### config.mk
export PLATFORM = sky130hd
export DESIGN_NAME = eesfr_top
export DESIGN_NICKNAME = d
export VERILOG_FILES = /design/src/eesfr_pkg.sv /design/src/eesfr_top.sv
export SDC_FILE = /design/constraint.sdc
export NUM_CORES = 2
export LEC_CHECK = 0
export BUFFER_PORTS_ARGS = -buffer_cell sky130_fd_sc_hd__buf_4
export CAP_MARGIN = 15
export CORE_MARGIN = 2
export CORE_UTILIZATION = 45
export DETAILED_ROUTE_END_ITERATION = 8
export PLACE_DENSITY = 0.59
export RECOVER_POWER = 25
export SYNTH_ARGS = -nofsm -noshare
export SYNTH_HDL_FRONTEND = slang
export SYNTH_SLANG_ARGS = --single-unit
### constraint.sdc
create_clock -name clk -period 4.11 [get_ports clk]
set_input_delay 0.6165 -clock clk [delete_from_list [all_inputs] [get_ports clk]]
set_output_delay 0.6165 -clock clk [all_outputs]
set_load 0.005 [all_outputs]
### src/eesfr_pkg.sv
// constants for the eeprom special function register interface
package eesfr_pkg;
  // register addresses on the sfr bus
  localparam logic [7:0] EESFR_ADDR_LOW = 8'hF2;
  localparam logic [7:0] EESFR_ADDR_HIGH = 8'hF3;
  localparam logic [7:0] EESFR_DATA = 8'hF4;
  localparam logic [7:0] EESFR_PRESCALE = 8'hF5;
  localparam logic [7:0] EESFR_CONTROL = 8'hF6;
  // reset values
  localparam logic [7:0] EESFR_ADDR_HIGH_RST = 8'h80;
  localparam logic [7:0] EESFR_ADDR_LOW_RST = 8'h00;
  localparam logic [7:0] EESFR_PRESCALE_RST = 8'h08;
  localparam logic [7:0] EESFR_CONTROL_RST = 8'h00;
  // control field positions
  localparam int EESFR_IRQ_FLAG_BIT = 7;
  localparam int EESFR_IRQ_EN_BIT = 6;
  localparam int EESFR_BUSY_BIT = 5;
  // operation codes in the low nibble
  localparam logic [3:0] EESFR_OP_BYTE = 4'h0;
  localparam logic [3:0] EESFR_OP_ROW_ERASE = 4'hC;
  localparam logic [3:0] EESFR_OP_BLOCK_ERASE = 4'h9;
  // one prescale tick spans this many core clocks
  localparam int EESFR_TICK_DIV = 256;
  // prescale ticks per pulse: prescale value plus this offset
  localparam logic [8:0] EESFR_TICK_OFFSET = 9'h002;
  typedef enum logic [1:0] {
    EESFR_IDLE = 2'b00,
    EESFR_ERASE = 2'b01,
    EESFR_WRITE = 2'b10
  } eesfr_state_t;
endpackage

### src/eesfr_top.sv
// sfr interface, sequencer and array of the on-chip eeprom
`timescale 1ns/1ps

module eesfr_top #(
  parameter int DEPTH = 256,
  parameter int SEC_BITS = 8
) (
  input wire logic clk,
  input wire logic rstn,
  input wire logic [7:0] sfr_addr,
  input wire logic [7:0] sfr_wdata,
  input wire logic sfr_wr,
  input wire logic sfr_rd,
  output logic [7:0] sfr_rdata,
  output logic sfr_hit,
  output logic completion_irq
);
  import eesfr_pkg::*;

  // ==========================================================
  // storage
  logic [7:0] eeprom_address_low;
  logic [7:0] eeprom_address_high;
  logic [7:0] eeprom_data_port;
  logic [7:0] program_time_prescale;
  logic completion_interrupt_flag;
  logic completion_interrupt_enable;
  logic program_in_progress;
  logic [3:0] op_code;
  logic [7:0] mem [DEPTH];
  logic [SEC_BITS-1:0] sec_bits;
  eesfr_state_t state;
  logic [7:0] div_cnt;
  logic tick;
  logic [8:0] tick_cnt;
  logic [7:0] lat_addr;
  logic [7:0] lat_data;
  logic [3:0] lat_op;
  logic lat_sec;
  logic pulse_done;

  // ==========================================================
  // decode
  logic wr_low, wr_high, wr_data, wr_pre, wr_ctl, rd_data;
  logic start_op, op_legal, sec_sel;
  assign sec_sel = eeprom_address_high[7];
  // busy blocks every sfr write except to the control flags
  assign wr_low = sfr_wr && sfr_addr == EESFR_ADDR_LOW
    && !program_in_progress;
  assign wr_high = sfr_wr && sfr_addr == EESFR_ADDR_HIGH
    && !program_in_progress;
  assign wr_data = sfr_wr && sfr_addr == EESFR_DATA
    && !program_in_progress;
  assign wr_pre = sfr_wr && sfr_addr == EESFR_PRESCALE
    && !program_in_progress;
  assign wr_ctl = sfr_wr && sfr_addr == EESFR_CONTROL;
  assign rd_data = sfr_rd && sfr_addr == EESFR_DATA
    && !program_in_progress;
  // page codes are reserved and launch nothing
  assign op_legal = op_code == EESFR_OP_BYTE
    || op_code == EESFR_OP_ROW_ERASE
    || op_code == EESFR_OP_BLOCK_ERASE;
  assign start_op = wr_data && op_legal;

  // ==========================================================
  // address and prescale registers
  always_ff @(posedge clk or negedge rstn) begin
    if (!rstn) begin
      eeprom_address_low <= EESFR_ADDR_LOW_RST;
      eeprom_address_high <= EESFR_ADDR_HIGH_RST;
      program_time_prescale <= EESFR_PRESCALE_RST;
    end else begin
      if (wr_low) begin
        eeprom_address_low <= sfr_wdata;
      end
      if (wr_high) begin
        eeprom_address_high <= sfr_wdata;
      end
      if (wr_pre) begin
        program_time_prescale <= sfr_wdata;
      end
    end
  end

  // ==========================================================
  // data register: cpu writes load it, every non-busy cycle without a write refreshes it from the array or, with sec_sel set, from the security bits
  always_ff @(posedge clk or negedge rstn) begin
    if (!rstn) begin
      eeprom_data_port <= 8'h00;
    end else if (wr_data) begin
      eeprom_data_port <= sfr_wdata;
    end else if (!program_in_progress) begin
      // tracks the addressed byte so a read sees it at once
      eeprom_data_port <= sec_sel
        ? {{(8-1){1'b0}}, sec_bits[eeprom_address_low[2:0]]}
        : mem[eeprom_address_low];
    end
  end

  // ==========================================================
  // control register; completion set wins over software clear
  always_ff @(posedge clk or negedge rstn) begin
    if (!rstn) begin
      completion_interrupt_flag <= EESFR_CONTROL_RST[EESFR_IRQ_FLAG_BIT];
      completion_interrupt_enable <= EESFR_CONTROL_RST[EESFR_IRQ_EN_BIT];
      op_code <= EESFR_CONTROL_RST[3:0];
    end else begin
      if (wr_ctl) begin
        completion_interrupt_flag <= sfr_wdata[EESFR_IRQ_FLAG_BIT];
        completion_interrupt_enable <= sfr_wdata[EESFR_IRQ_EN_BIT];
        if (!program_in_progress) begin
          op_code <= sfr_wdata[3:0];
        end
      end
      if (pulse_done) begin
        completion_interrupt_flag <= 1'b1;
      end
    end
  end

  // ==========================================================
  // prescale divider: one tick every EESFR_TICK_DIV core clocks
  always_ff @(posedge clk or negedge rstn) begin
    if (!rstn) begin
      div_cnt <= 8'h00;
      tick <= 1'b0;
    end else if (state == EESFR_IDLE) begin
      div_cnt <= 8'h00;
      tick <= 1'b0;
    end else begin
      div_cnt <= div_cnt + 8'h01;
      tick <= div_cnt == 8'(EESFR_TICK_DIV - 1);
    end
  end

  // ==========================================================
  // sequencer: byte mode erases then writes, erases stop after one
  // pulse; pulse length is (prescale + 2) ticks
  assign pulse_done = tick && tick_cnt == 9'h001
    && (state == EESFR_WRITE
      || (state == EESFR_ERASE && lat_op != EESFR_OP_BYTE));
  always_ff @(posedge clk or negedge rstn) begin
    if (!rstn) begin
      state <= EESFR_IDLE;
      tick_cnt <= 9'h000;
      program_in_progress <= 1'b0;
      lat_addr <= 8'h00;
      lat_data <= 8'h00;
      lat_op <= 4'h0;
      lat_sec <= 1'b0;
    end else begin
      unique case (state)
        EESFR_IDLE: begin
          if (start_op) begin
            state <= EESFR_ERASE;
            program_in_progress <= 1'b1;
            tick_cnt <= {1'b0, program_time_prescale}
              + EESFR_TICK_OFFSET;
            lat_addr <= eeprom_address_low;
            lat_data <= sfr_wdata;
            lat_op <= op_code;
            lat_sec <= sec_sel;
          end
        end
        EESFR_ERASE: begin
          if (tick) begin
            tick_cnt <= tick_cnt - 9'h001;
            if (tick_cnt == 9'h001) begin
              if (lat_op == EESFR_OP_BYTE) begin
                state <= EESFR_WRITE;
                tick_cnt <= {1'b0, program_time_prescale}
                  + EESFR_TICK_OFFSET;
              end else begin
                state <= EESFR_IDLE;
                program_in_progress <= 1'b0;
              end
            end
          end
        end
        EESFR_WRITE: begin
          if (tick) begin
            tick_cnt <= tick_cnt - 9'h001;
            if (tick_cnt == 9'h001) begin
              state <= EESFR_IDLE;
              program_in_progress <= 1'b0;
            end
          end
        end
        default: begin
          state <= EESFR_IDLE;
          program_in_progress <= 1'b0;
        end
      endcase
    end
  end

  // ==========================================================
  // array update at the end of each pulse unless lat_sec selects the security bits; no reset on contents
  logic erase_end;
  assign erase_end = tick && tick_cnt == 9'h001 && state == EESFR_ERASE;
  always_ff @(posedge clk) begin
    if (erase_end && !lat_sec) begin
      if (lat_op == EESFR_OP_BLOCK_ERASE) begin
        for (int i = 0; i < DEPTH; i++) begin
          mem[i] <= 8'h00;
        end
      end else if (lat_op == EESFR_OP_ROW_ERASE) begin
        for (int i = 0; i < 8; i++) begin
          mem[{lat_addr[7:3], 3'(i)}] <= 8'h00;
        end
      end else begin
        mem[lat_addr] <= 8'h00;
      end
    end else if (pulse_done && state == EESFR_WRITE && !lat_sec) begin
      mem[lat_addr] <= lat_data;
    end
  end

  // security bits live in flops so block erase can clear them
  always_ff @(posedge clk or negedge rstn) begin
    if (!rstn) begin
      sec_bits <= '0;
    end else if (erase_end && lat_op == EESFR_OP_BLOCK_ERASE) begin
      sec_bits <= '0;
    end else if (pulse_done && state == EESFR_WRITE && lat_sec) begin
      sec_bits[lat_addr[2:0]] <= lat_data[0];
    end
  end

  // ==========================================================
  // read mux, registered; unmapped addresses answer zero, no hit
  always_ff @(posedge clk or negedge rstn) begin
    if (!rstn) begin
      sfr_rdata <= 8'h00;
      sfr_hit <= 1'b0;
    end else begin
      sfr_hit <= sfr_rd && sfr_addr >= EESFR_ADDR_LOW
        && sfr_addr <= EESFR_CONTROL;
      unique case (sfr_addr)
        EESFR_ADDR_LOW: sfr_rdata <= eeprom_address_low;
        EESFR_ADDR_HIGH: sfr_rdata <= eeprom_address_high;
        EESFR_DATA: sfr_rdata <= rd_data ? eeprom_data_port : 8'h00;
        EESFR_PRESCALE: sfr_rdata <= program_time_prescale;
        EESFR_CONTROL: sfr_rdata <= {completion_interrupt_flag,
          completion_interrupt_enable, program_in_progress, 1'b0,
          op_code};
        default: sfr_rdata <= 8'h00;
      endcase
    end
  end

  // interrupt request to the core's shared vector
  always_ff @(posedge clk or negedge rstn) begin
    if (!rstn) begin
      completion_irq <= 1'b0;
    end else begin
      completion_irq <= completion_interrupt_flag
        && completion_interrupt_enable;
    end
  end
endmodule

==> flow_summary_export.csv <==
group,metric,value,unit
grt,overflow,0,
worst_setup_path,cp_data_required_time,4860,ps
placed_design,portBuffers,29,
final_layout,post_route_cells_drive_above_1_share,22.28,%
clock_network,htreeDepth,4,
synth,postSynth.asyncResetShare,4.567,%
grt,grtUsageTotal,28.16,%
sta,drv_slew,96,
sta,finalSetupViolations,0,
sta,rsz0062_at_grt,"no",
grt,grt_max_degree,86,
synth,syn_area_per_cell,13.89,um2
clock_network,cts_buffer_depth,3,
grt,grt_pass1_vias,60760,
synth,yosys_most_used_dff,"edfxtp_1",
die,core-area,0.2094,mm2
clock_network,cts_resized,0,
worst_setup_path,cp-end-kind,"register",
sta,fin_crit,4000,ps
route,routed_via_density,6.135,
route,firstDrtPassIters,7,
clock_network,clk-insertion-delay-late,890,ps
power,power.total,45.49,mW
final_layout,largest_reg_flops,2048,
sta,fmax,250.0,MHz
final_layout,largestRegisters,"mem x2048, tick_cnt x9",
clock_network,cts_buffers,217,
grt,grt_pass1_wl,438500,um
route,ant_nets,0,
sta,worstMarginPinSlew,2243,ps
synth,synth_area_leader_cell,"edfxtp_1",
worst_setup_path,crit_path_start_kind,"register",
worst_setup_path,path_max_fanout,18,
die,die_x,462.9,um
worst_setup_path,crit_start,"eeprom_address_low[0]",
power,power_density,417.5,mW/mm2
die,rows,168,
placed_design,gp_congestion,0.9751,
route,drt_iter0_drc,9197,
final_layout,final-instance-count-excl-fill,10150,
die,start_util,45.27,%
synth,ys_seq_elements,2146,
placed_design,place_inst,9726,
sta,fin_worst_skew,51.27,ps
power,p_leak,28.36,nW
synth,yosysTopAreaCellShare,64.89,%
final_layout,top_register,"mem",
die,die_height,462.9,um
sta,fin_tns_setup,0,ps
placed_design,detailed_place_hpwl,206200,um
worst_setup_path,cp.arrival,4750,ps
clock_network,cts_tree,"done",
hold_path,hold_path.class,"in2reg",
synth,ys_seq_area_share,67.48,%
run,drv_cap,4,
sta,fin_crit_sh,97.31,%
clock_network,cts-root-buf,"clkbuf_16",
run_status,violations,"max-capacitance violations, max-slew violations",
route,dr_total_vias,62260,
synth,postSynthCellCount,6822,
route,remaining_drc_errors,0,
grt,antenna_found_initial,17,
route,routed_wl,304200,um
clock_network,path_clk_slew,60,ps
synth,yosys-top-cells-count,"nor2_1 (2133), edfxtp_1 (2048), mux4_2 (518)",
synth,synthTopCellsByArea,"edfxtp_1 (65%), mux4_2 (12%), nor2_1 (8.4%), dfrtp_1 (2.5%), clkbuf_1 (1.8%)",
hold_path,hp-start,"sfr_wdata[2]",
synth,synth_cell_types,81,
final_layout,final.fill_count,17470,
worst_setup_path,reg2reg_from,"eeprom_address_low[0]",
route,wl_per_cell,29.98,um
die,die-area,0.2143,mm2
power,ir_drop,0.0003949,V
sta,hold_viol,0,
run_status,outcome,"finished, violations left",
final_layout,fin_nets,7176,
sta,slew_headroom,-49.52,%
placed_design,placed_area,0.1020,mm2
synth,synth.net_count,6850,
worst_setup_path,critPathKind,"reg2reg",
sta,hold_ws,45.94,ps
final_layout,final_area,0.1090,mm2
clock_network,clock_sinks,2146,
final_layout,syn_to_final_growth,14.97,%
synth,yosysWarnings,0,
synth,yosysMostFrequentCell,"nor2_1",
die,io_pins,30,
synth,synth_edf_count,2048,
synth,synthesis.area,0.09477,mm2
-- worst max-delay path, stage by stage, from the launching register on --
cell and delay [ps]:
dfrtp_4 790, buf_12 270, buf_12 230, mux4_2 560, mux2i_1 320, a311oi_1 160, nand3_1 160, a21oi_1 130
a311oi_1 850, buf_4 260, o21ai_0 80
-- layout by cell type (no fill, tap or decap), types with 10 or more instances in the layout --
| cell | synthesis | layout |
|---|---|---|
| nand2b_1 | 15 | 15 |
| clkbuf_16 | 0 | 220 |
| mux2_2 | 54 | 54 |
| a31oi_1 | 14 | 14 |
| mux4_2 | 518 | 518 |
| buf_12 | 0 | 57 |
| nand3_1 | 49 | 49 |
| clkbuf_4 | 0 | 13 |
| a211oi_1 | 20 | 20 |
| nor2_1 | 2133 | 2132 |
| inv_1 | 13 | 11 |
| nor4_1 | 12 | 10 |
| and3_1 | 11 | 11 |
| a22oi_1 | 50 | 50 |
| clkinv_2 | 0 | 40 |
| a22o_1 | 12 | 12 |
| nor3_1 | 43 | 38 |
| o22ai_1 | 25 | 25 |
| clkbuf_2 | 2 | 11 |
| mux2i_1 | 110 | 110 |
| nor2b_1 | 17 | 14 |
| bufinv_16 | 0 | 25 |
| clkinvlp_4 | 0 | 10 |
| nand2_1 | 336 | 330 |
| and2_1 | 28 | 21 |
| edfxtp_1 | 2048 | 2048 |
| clkinv_1 | 1 | 53 |
| or3_1 | 12 | 10 |
| o221ai_1 | 10 | 10 |
| dfrtp_1 | 96 | 90 |
| a21oi_1 | 84 | 84 |
| o21ai_0 | 319 | 320 |
| clkbuf_1 | 451 | 76 |
| buf_4 | 36 | 616 |
| a221oi_1 | 18 | 18 |
-- worst paths after layout --
kind	slack (ps)	depth (start not counted)	end
min	50	2	program_time_prescale[2]
max	110	10	eeprom_data_port[7]
max in group asynchronous	1540	3	eeprom_address_low[3]
max reg2reg	110	10	eeprom_data_port[7]
min in group asynchronous	700	2	div_cnt[5]
min reg2reg	460	1	div_cnt[0]
-- metrics by stage --
stage / setup slack, ps / util, %
finish: 110.4 / 52.04
detailed placement: 194.6 / 48.72
global placement: 254.2 / 48.71
global route: 25.33 / 52.03
floorplan: 693.7 / -
CTS: 143.7 / 52.15
-- final cells by class --
type                       instances  area, um2  area share (%)
clock buffer                     260       5665           5.200
inverter                          15      61.31         0.05627
sequential                      2146      63970           58.71
multi-input combinational       4026      28130           25.82
antenna                            9      22.52         0.02067
timing repair buffer             742       6128           5.625
clock inverter                   144       1466           1.346
tap                             2805       3510           3.221
-- repair_timing --
| action | 4_1_cts | 5_1_grt |
|---|---|---|
| buffers inserted | 0 | 0 |
| hold buffers | 5 | 0 |
| endpoints found under the hold margin | 34 | 0 |
-- where the power goes --
part           total (mW)  switching, mW  leakage [nW]  internal (mW)
clock                20.1           8.68          3.46           11.4
sequential           23.7         0.0795          15.4           23.6
combinational        1.73           1.13          9.54          0.593
total                45.5           9.89          28.4           35.6
-- layer usage --
layer | GRT usage [%] | vias up | share of wire [%]
li1 | - | 25750 | -
met1 | 39.82 | 31900 | 39
met2 | 42.72 | 3948 | 45
met3 | 6.007 | 644 | 11
met4 | 11.27 | 8 | 4.4
met5 | 0 | - | 0.020
-- kinds of logic (layout without fill, tap and decap cells) --
kind of cell / Yosys count / after routing / share of synthesized area (%)
adder cells (fa/ha/maj): 8 / 8 / 0.1056
XOR/XNOR: 9 / 9 / 0.08318
multiplexers: 682 / 682 / 14.11
other: 0 / 9 / 0
flip-flops: 2146 / 2146 / 67.48
AO/OA/AOI/OAI: 623 / 623 / 3.971
AND/OR/NAND/NOR: 2704 / 2704 / 11.31
buffers and inverters: 650 / 1161 / 2.939
No activity file was read; power rests on OpenSTA's default activity.
